`src/power_wake_pkg.sv`:
```
// Package of register map, field positions and timing constants for the power wake control block
package power_wake_pkg;

  localparam logic [7:0] power_control_addr    = 8'h40;
  localparam logic [7:0] wake_enable_addr      = 8'h41;
  localparam logic [7:0] wake_status_addr      = 8'h42;
  localparam logic [7:0] wake_weekday_addr     = 8'h43;
  localparam logic [7:0] wake_date_addr        = 8'h44;
  localparam logic [7:0] wake_month_addr       = 8'h45;
  localparam logic [7:0] wake_year_addr        = 8'h46;
  localparam logic [7:0] ram_lock_control_addr = 8'h47;
  localparam logic [7:0] wake_century_addr     = 8'h48;
  localparam logic [7:0] tick_ctrl_addr        = 8'h49;
  localparam logic [7:0] supply_ctrl_addr      = 8'h4A;

  localparam int pc_soft_off_bit  = 5;
  localparam int pc_power_off_bit = 7;
  localparam int we_time_bit      = 0;
  localparam int we_train_bit     = 2;
  localparam int we_ring_bit      = 3;
  localparam int ws_time_bit      = 0;
  localparam int ws_ring_bit      = 1;
  localparam int ws_pin_bit       = 7;
  localparam int rl_upper_bit     = 3;
  localparam int rl_lowrd_bit     = 4;
  localparam int rl_lowwr_bit     = 5;
  localparam int rl_maskwr_bit    = 6;
  localparam int rl_window_bit    = 7;
  localparam logic [7:0] rl_used_mask    = 8'hF8;
  localparam logic [7:0] we_used_mask    = 8'h0D;
  localparam logic [7:0] zero_byte       = 8'h00;
  localparam logic [7:0] blocked_byte    = 8'hFF;

  // RAM address windows
  localparam logic [7:0] gp_lo_start     = 8'h0E;
  localparam logic [7:0] gp_lo_end       = 8'h3F;
  localparam logic [7:0] bank0_hi_start  = 8'h40;
  localparam logic [7:0] bank0_hi_end    = 8'h7F;
  localparam logic [7:0] window_start    = 8'h38;
  localparam logic [7:0] window_end      = 8'h3F;
  localparam logic [6:0] upper_low_end   = 7'h1F;

  // Timekeeping clock figures
  localparam int tk_clock_hz      = 32768;
  localparam int holdoff_ms       = 1000;
  localparam int slot_us          = 62500;
  // Multiply before dividing so that fractions of a second, such as the slot, give whole clock periods
  localparam int holdoff_ticks    = tk_clock_hz * holdoff_ms / 1000;
  localparam int slot_ticks       = tk_clock_hz * slot_us / 1000000;
  localparam int train_slots      = 3;

  typedef enum logic [1:0] {
    pw_off     = 2'b00,
    pw_holdoff = 2'b01,
    pw_on      = 2'b11
  } power_state_type;

  typedef struct packed {
    logic [7:0] sec;
    logic [7:0] min;
    logic [7:0] hour;
    logic [7:0] weekday;
    logic [7:0] date;
    logic [7:0] month;
    logic [7:0] year;
    logic [7:0] century;
  } calendar_type;

  typedef struct packed {
    logic       wr;
    logic       rd;
    logic [1:0] bank;
    logic [7:0] addr;
    logic       upper;
  } ram_access_type;

endpackage : power_wake_pkg

```
`src/power_wake_control.sv`:
```
// Power wake control: wake and shutdown requests, event status and RAM locks
//
// Operation
// - Hold off wake requests one second after restore
// - Wake and shutdown requests are high pulses
// - Enabled calendar match pulses wake request
// - Enabled ring event pulses wake request
// - Single ring falling edge is an event
// - Train: edges in three slots after quiet
// - Soft off write pulses shutdown, reads zero
// - Power off flag sets on backup, W1C
// - Ring masked in power off plus one second
// - Backup calendar match remembered until holdoff ends
// - Pre-off events wake unless soft off came
// - Eight calendar fields compared against live clock
// - Registers ignore system reset, cleared first power except lock bits
// - Status read clears event bits
// - Match status sets regardless of enable
// - Ring status sets regardless of enable
// - Status bit seven shows debounced ring pin level, one while masked
// - Lock bits set only, cleared by master reset
// - Upper lock blocks upper data port
// - Low upper bytes read and write blocks
// - Mask all writes over listed RAM
// - Window lock blocks 38h-3Fh in every bank on the lower port, not the upper port
`timescale 1ns/100ps
module power_wake_control
  import power_wake_pkg::*;
#(
  parameter int holdoff_count = holdoff_ticks,
  parameter int slot_count    = slot_ticks
) (
  // Clock, enable and resets
  input  wire logic           ref_clk,
  input  wire logic           reset,
  input  wire logic           clk_en,
  input  wire logic           first_power,
  input  wire logic           hardware_master_reset,
  // Register port
  input  wire logic [7:0]     reg_addr,
  input  wire logic [7:0]     reg_wdata,
  input  wire logic           reg_wr,
  input  wire logic           reg_rd,
  output logic [7:0]          reg_rdata,
  // Timekeeping
  input  wire logic           tk_tick,
  input  wire calendar_type   live_time,
  input  wire logic [23:0]    alarm_time,
  input  wire logic           main_supply_ok,
  input  wire logic           ring_n,
  // RAM access checks
  input  wire ram_access_type ram_req,
  output logic                ram_wr_allow_q,
  output logic                ram_rd_block_q,
  // Requests
  output logic                wake_request_irq,
  output logic                shutdown_request_irq
);

  localparam int hw = $clog2(holdoff_count + 1);
  localparam int sw = $clog2(slot_count + 1);

  logic [7:0]      wake_enable_q;
  logic            power_off_flag_q;
  logic [1:0]      wake_status_q;
  logic [7:0]      ram_lock_q;
  logic [31:0]     wake_date_q;
  logic [7:0]      wake_century_q;
  logic [7:0]      rdata_q;
  logic            wake_irq_q;
  logic            shut_irq_q;
  logic [2:0]      ring_sync_q;
  logic            ring_stable_q;
  power_state_type state_q;
  logic [hw-1:0]   holdoff_cnt_q;
  logic [sw-1:0]   slot_cnt_q;
  logic            slot_edge_q;
  logic [1:0]      run_q;
  logic            quiet_seen_q;
  logic            match_q;
  logic            pend_q;
  logic            soft_off_seen_q;

  logic en_tick;
  logic fall;
  logic ring_masked;
  logic ring_event;
  logic match_now;
  logic match_rise;
  logic wr_soft_off;
  logic rd_status;
  logic slot_end;
  logic enter_off;

  assign en_tick     = clk_en & tk_tick;
  assign ring_masked = (state_q != pw_on);
  // Second and third stages must agree, so single-stage glitches never count
  assign fall = en_tick & ~ring_masked & (ring_sync_q[1] == ring_sync_q[2]) &
                ring_stable_q & ~ring_sync_q[2];
  assign slot_end = en_tick & (slot_cnt_q == sw'(slot_count - 1));
  assign match_now = (live_time == {alarm_time, wake_date_q, wake_century_q});
  assign match_rise = en_tick & match_now & ~match_q;
  assign ring_event = wake_enable_q[we_train_bit] ?
                      (slot_end & (slot_edge_q | fall) & quiet_seen_q & (run_q == 2'(train_slots - 1)))
                    : fall;
  assign wr_soft_off = clk_en & reg_wr & (reg_addr == power_control_addr) & reg_wdata[pc_soft_off_bit];
  assign rd_status   = clk_en & reg_rd & (reg_addr == wake_status_addr);
  assign enter_off   = clk_en & (state_q != pw_off) & ~main_supply_ok;

  function automatic logic in_range(input logic [7:0] a, input logic [7:0] lo, input logic [7:0] hi);
    in_range = (a >= lo) && (a <= hi);
  endfunction : in_range

  // Ring synchroniser, stepped by the timekeeping tick so that every edge meets a tick
  always_ff @(posedge ref_clk) begin
    if (first_power) begin
      ring_sync_q   <= '1;
      ring_stable_q <= 1'b1;
    end else if (clk_en) begin
      if (en_tick) begin
        ring_sync_q <= {ring_sync_q[1:0], ring_n};
        if (ring_sync_q[1] == ring_sync_q[2]) begin
          ring_stable_q <= ring_sync_q[2];
        end
      end
      if (ring_masked) begin
        ring_stable_q <= 1'b1;
      end
    end
  end

  // Supply state and holdoff; power-domain registers ignore system reset
  always_ff @(posedge ref_clk) begin
    if (first_power) begin
      state_q       <= pw_on;
      holdoff_cnt_q <= '0;
    end else if (clk_en) begin
      case (state_q)
        pw_off: begin
          if (main_supply_ok) begin
            state_q       <= pw_holdoff;
            holdoff_cnt_q <= '0;
          end
        end
        pw_holdoff: begin
          if (!main_supply_ok) begin
            state_q <= pw_off;
          end else if (en_tick) begin
            if (holdoff_cnt_q == hw'(holdoff_count - 1)) begin
              state_q <= pw_on;
            end else begin
              holdoff_cnt_q <= holdoff_cnt_q + 1'b1;
            end
          end
        end
        pw_on: begin
          if (!main_supply_ok) begin
            state_q <= pw_off;
          end
        end
        default: begin
          state_q <= pw_off;
        end
      endcase
    end
  end

  // Train slot timing
  always_ff @(posedge ref_clk) begin
    if (first_power || ring_masked) begin
      slot_cnt_q   <= '0;
      slot_edge_q  <= 1'b0;
      run_q        <= '0;
      quiet_seen_q <= 1'b0;
    end else if (en_tick) begin
      slot_cnt_q <= slot_end ? '0 : slot_cnt_q + 1'b1;
      if (slot_end) begin
        slot_edge_q <= 1'b0;
        if (slot_edge_q | fall) begin
          run_q <= (run_q == 2'(train_slots - 1)) ? run_q : run_q + 1'b1;
          if (run_q == 2'(train_slots - 1)) begin
            quiet_seen_q <= 1'b0;
          end
        end else begin
          run_q        <= '0;
          quiet_seen_q <= 1'b1;
        end
      end else if (fall) begin
        slot_edge_q <= 1'b1;
      end
    end
  end

  // Registers and events
  always_ff @(posedge ref_clk) begin
    if (first_power) begin
      wake_enable_q    <= zero_byte;
      power_off_flag_q <= 1'b0;
      wake_status_q    <= '0;
      wake_date_q      <= '0;
      wake_century_q   <= zero_byte;
      match_q          <= 1'b0;
      pend_q           <= 1'b0;
      soft_off_seen_q  <= 1'b0;
    end else if (clk_en) begin
      if (en_tick) begin
        match_q <= match_now;
      end
      if (reg_wr) begin
        case (reg_addr)
          power_control_addr: begin
            if (reg_wdata[pc_power_off_bit]) begin
              power_off_flag_q <= 1'b0;
            end
          end
          wake_enable_addr:  wake_enable_q <= reg_wdata & we_used_mask;
          wake_weekday_addr: wake_date_q[31:24] <= reg_wdata;
          wake_date_addr:    wake_date_q[23:16] <= reg_wdata;
          wake_month_addr:   wake_date_q[15:8] <= reg_wdata;
          wake_year_addr:    wake_date_q[7:0] <= reg_wdata;
          wake_century_addr: wake_century_q <= reg_wdata;
          default: begin
          end
        endcase
      end
      if (rd_status) begin
        wake_status_q <= '0;
      end
      // Set wins over the read clear
      if (match_rise) begin
        wake_status_q[ws_time_bit] <= 1'b1;
      end
      if (ring_event) begin
        wake_status_q[ws_ring_bit] <= 1'b1;
      end
      if (wr_soft_off) begin
        soft_off_seen_q <= 1'b1;
      end
      if (enter_off) begin
        power_off_flag_q <= 1'b1;
        // Pending events are kept only when shutdown was not software driven
        pend_q <= ~soft_off_seen_q & (wake_status_q[ws_time_bit] & wake_enable_q[we_time_bit] |
                  wake_status_q[ws_ring_bit] & wake_enable_q[we_ring_bit]);
        soft_off_seen_q <= 1'b0;
      end else if (state_q != pw_on && match_rise && wake_enable_q[we_time_bit]) begin
        pend_q <= 1'b1;
      end else if (state_q == pw_on) begin
        pend_q <= 1'b0;
      end
    end
  end

  // Request pulses
  always_ff @(posedge ref_clk) begin
    if (reset) begin
      wake_irq_q <= 1'b0;
      shut_irq_q <= 1'b0;
    end else if (clk_en) begin
      wake_irq_q <= (state_q == pw_on) & (pend_q | (match_rise & wake_enable_q[we_time_bit]) |
                    (ring_event & wake_enable_q[we_ring_bit])) & ~wake_irq_q;
      shut_irq_q <= wr_soft_off;
    end
  end

  // Lock bits only set; master reset alone clears them
  always_ff @(posedge ref_clk) begin
    if (hardware_master_reset) begin
      ram_lock_q <= zero_byte;
    end else if (clk_en && reg_wr && reg_addr == ram_lock_control_addr) begin
      ram_lock_q <= ram_lock_q | (reg_wdata & rl_used_mask);
    end
  end

  // RAM access gating, registered
  always_ff @(posedge ref_clk) begin
    if (reset) begin
      ram_wr_allow_q <= 1'b0;
      ram_rd_block_q <= 1'b0;
    end else if (clk_en) begin
      if (ram_req.upper) begin
        ram_wr_allow_q <= ram_req.wr & ~ram_lock_q[rl_upper_bit] & ~ram_lock_q[rl_maskwr_bit] &
                          ~(ram_lock_q[rl_lowwr_bit] & (ram_req.addr[6:0] <= upper_low_end));
        ram_rd_block_q <= ram_req.rd & (ram_lock_q[rl_upper_bit] |
                          (ram_lock_q[rl_lowrd_bit] & (ram_req.addr[6:0] <= upper_low_end)));
      end else begin
        ram_wr_allow_q <= ram_req.wr &
          ~(ram_lock_q[rl_window_bit] & in_range(ram_req.addr, window_start, window_end)) &
          ~(ram_lock_q[rl_maskwr_bit] & (in_range(ram_req.addr, gp_lo_start, gp_lo_end) |
            (ram_req.bank == 2'b00 && in_range(ram_req.addr, bank0_hi_start, bank0_hi_end))));
        ram_rd_block_q <= ram_req.rd & ram_lock_q[rl_window_bit] &
                          in_range(ram_req.addr, window_start, window_end);
      end
    end
  end

  // Read data, valid the cycle after the strobe
  always_ff @(posedge ref_clk) begin
    if (reset) begin
      rdata_q <= zero_byte;
    end else if (clk_en) begin
      rdata_q <= zero_byte;
      if (reg_rd) begin
        case (reg_addr)
          power_control_addr:    rdata_q <= {power_off_flag_q, 7'h00};
          wake_enable_addr:      rdata_q <= wake_enable_q;
          wake_status_addr:      rdata_q <= {ring_stable_q, 5'h00, wake_status_q};
          wake_weekday_addr:     rdata_q <= wake_date_q[31:24];
          wake_date_addr:        rdata_q <= wake_date_q[23:16];
          wake_month_addr:       rdata_q <= wake_date_q[15:8];
          wake_year_addr:        rdata_q <= wake_date_q[7:0];
          ram_lock_control_addr: rdata_q <= ram_lock_q;
          wake_century_addr:     rdata_q <= wake_century_q;
          default:               rdata_q <= zero_byte;
        endcase
      end
    end
  end

  assign reg_rdata            = rdata_q;
  assign wake_request_irq     = wake_irq_q;
  assign shutdown_request_irq = shut_irq_q;

endmodule : power_wake_control

```
`config.mk`:
```
export PLATFORM = sky130hd
export DESIGN_NAME = power_wake_control
export DESIGN_NICKNAME = d
export VERILOG_FILES = /design/src/power_wake_pkg.sv /design/src/power_wake_control.sv
export SDC_FILE = /design/constraint.sdc
export NUM_CORES = 1
export LEC_CHECK = 0
export BUFFER_PORTS_ARGS = -buffer_cell sky130_fd_sc_hd__buf_2
export CORE_MARGIN = 2
export CORE_UTILIZATION = 54
export DETAILED_ROUTE_END_ITERATION = 6
export PLACE_DENSITY_LB_ADDON = 0.1
export SLEW_MARGIN = 20
export SYNTH_ARGS = -nofsm -noshare
export SYNTH_HDL_FRONTEND = slang
export SYNTH_SLANG_ARGS = --single-unit
export TNS_END_PERCENT = 5
```
`constraint.sdc`:
```
create_clock -name ref_clk -period 2.7 [get_ports ref_clk]
set_input_delay 0.54 -clock ref_clk [delete_from_list [all_inputs] [get_ports ref_clk]]
set_output_delay 0.54 -clock ref_clk [all_outputs]
set_load 0.01 [all_outputs]
```
==> impl_results.md <==
* Crit-path max FO at 9
* Final instance count without filler cells at 939
* First-pass GRT wire length at 25500 um
* Num CTS Buffers at 9
* Worst reg-to-reg setup slack at 0.45 ns
* Clk root buf: clkbuf_8
* Post-CTS Repair Setup Buffers at 0
* Netlist Area Pre-Place at 0.00558 sq mm
* Internal power at 2140 uW
* Status: finished clean
* Total gr overflow at 0
* Most used DFF post-synth: dfxtp_1
* Seq/Total Area, Yosys at 37.3%
* Met2 wire length at 7910 um
* Post-route DRC at 0
* Hold path start: hardware_master_reset
* Hold_buf cts at 0
* Top-count cell post-synth: dfxtp_1
* Vias per cell at 5.84
* TritonCTS clock tree: yes
* Post-CTS Resized at 0
* Critical Path Source: slot_cnt_q[0]
* Hold Path Class: in -> reg
* Post-Syn Instances at 665
* Inst Count DP at 924
* Maximum number of pins on one net before global-route repair at 55
* NetSw at 733 uW
* CP Cell Sequence: ha_1 -> nand4_1 -> or4_1 -> o31ai_1 -> a41oi_1 -> o31ai_1
* Core area at 0.0102 sq mm
* Minimum clock period after layout at 2.25 ns
* Max incr delay on CP at 0.68 ns
* Clock power share at 34.6%
* Die X at 106 um
* Asr flop ratio synth at 0%
* Flops & latches, synth at 104
* Synth Area per Inst at 8.40 sq um
* RSZ-0062 raised after global routing: false
* Num ports at 139
* Seq pwr share at 54.0%
* Initial Util at 54.8%
* # diodes at 0
* Fmax at 0.444 GHz
* Gate power share at 11.3%
* Top sig layer: met4
* Total iterations of the first detailed-routing run at 5
* Fraction of layout cells with a size suffix above 1 at 22.4%
* Clock Path Buffers at 2
* DR WL met3 at 911 um
* Layout Nets at 929
* Met1 WL at 6570 um
* ANT nets after route at 0
* Die area at 0.0112 sq mm
* Post-Route WL at 15800 um
* Net Count, Synth at 795
* Sw frac at 25.5%
* Worst Path Arrival at 2.56 ns
* Row cnt at 37
* Initial antenna violation count at 0
* Number of flops mapped to enable cells by yosys at 0
* R2r startpoint: slot_cnt_q[0]
* Power Density at 433 mW/mm^2
* Fin Setup TNS at 0 ns
* Final hold viol count at 0
* Clock sink count at 104
* FF-to-FF End: wake_request_irq
* CP Capture Type: flop
* Hold depth at 2
* Post-synth top cells: dfxtp_1, nand2_1, nor2_1
* Slew Limit Fails at 0
* Hold EP: ram_lock_q[3]
* Wire per inst at 16.9 um
* Synth unique cells at 61
* Area Overhead vs Synth at 18.8%
* Detailed Place HPWL at 12100 um
* Total GRT Usage at 28.7%
* Final setup fails at 0
* Yosys warns at 0
* Total power at 2870 uW
* Vias in the first global route at 5215
* GPL Wtd Cong at 0.924
* Max stage delay cell, worst path: or4_1
* Max IR drop VDD at 0.366 mV
* Htree depth at 3
* Clock Pin Slew Worst Setup and Hold Paths at 0.10 ns
* Leak at 0.00246 uW
* Area fraction of the dominant cell type after synthesis at 37.3%
* Crit Path Class: reg -> reg
* Req. time, crit path at 3.01 ns
* Clock Skews at 0.0114 ns
* Starting DRT DRC Count at 411
* Via count at 5485
* Max Cap Viol at 0
* Rel. slew slack at 58.2%
* Crit path top cell by count: o31ai_1
* Number of buffers added on ports at 137
* Largest area contributor in the netlist: dfxtp_1
* Die H at 106 um
* Clk Latency, worst-skew pair at 0.39 ns
* Register-to-Register Path Depth at 6
* Crit start category: flop
* Largest cells by area after synthesis: dfxtp_1, xnor2_1, mux2i_1
* Final Cycle Share at 83.5%
* Tightest Pin Transition at 0.626 ns
power groups by stage:
stage	Clock, uW	Combinational [uW]	Sequential [uW]
floorplan	0	161	1580
global placement	0	313	1590
detailed placement	0	323	1590
CTS	1010	324	1550
global route	1070	357	1550
finish	995	326	1550
registers in the layout (all words and copies together), names as in the netlist, 2 cells and up:
| name | flops |
|---|---|
| wake_status_q | 2 |
| state_q | 2 |
| holdoff_cnt_q | 16 |
| ring_sync_q | 3 |
| wake_century_q | 8 |
| wake_date_q | 32 |
| wake_enable_q | 3 |
| run_q | 2 |
| ram_lock_q | 5 |
| reg_rdata | 8 |
| slot_cnt_q | 12 |
cell usage in the layout (no fill, tap or decap), drive strengths merged, types with 15 or more instances in the layout:
cell and count:
buf 156, dfxtp 104, nand2 72, nor2 66, a21oi 51, xnor2 50, mux2i 32, o21ai 28
nand4 25, xor2 18, nand3 17, nand2b 15
per-layer routing:
metal  vias to the layer above  track usage (%)
li1                       2668                -
met1                      2583             35.5
met2                       199             49.4
met3                        35             6.56
met4                         0             9.49
met5                         -                0
worst max-delay path: cells and delay by family (launching register included):
kind                       cells  cell delay [ns]
DFF                            1             0.38
adders and majority gates      1             0.21
and+or+nand+nor                2             0.84
AOI/OAI and AO/OA              3             0.75
cell type report:
class / count / area, sq um
fill: 902 / 3550
multi-input combinational: 515 / 3310
sequential: 104 / 2080
timing repair buffer: 156 / 828
tap: 136 / 170
clock buffer: 10 / 138
clock inverter: 5 / 56.3
inverter: 13 / 48.8
logic make-up (layout without fill, tap and decap cells):
kind of cell	count (synthesis)	count (layout)	share of synthesized area, %
and+or+nand+nor	270	270	25.0
AOI/OAI and AO/OA	139	139	16.3
DFF	104	104	37.3
xor gates and xnor gates	68	68	10.7
buffers and inverters	46	184	3.38
muxes	35	35	6.74
adders and majority gates	3	3	0.672
worst max-delay path by stage:
stage	end	slack [ns]	depth (start not counted)
after global routing	holdoff_cnt_q[1]	0.27	6
after global placement	wake_date_q[20]	0.31	7
after detailed placement	wake_date_q[18]	0.26	7
after CTS	wake_request_irq	0.47	6
final	wake_request_irq	0.45	6
after floorplan	wake_date_q[0]	0.59	6
through the flow:
step / hold slack (ns) / utilization (%) / area [sq um] / worst slack, ns
after global placement: 0.447 / 63.3 / 6440 / 0.313
after CTS: 0.355 / 65.2 / 6640 / 0.468
after floorplan: 0.438 / - / 5580 / 0.587
after global routing: 0.351 / 65.2 / 6640 / 0.270
after detailed placement: 0.463 / 63.3 / 6440 / 0.260
final: 0.359 / 65.2 / 6640 / 0.446
Note: power is estimated with default switching activity, not from simulation.
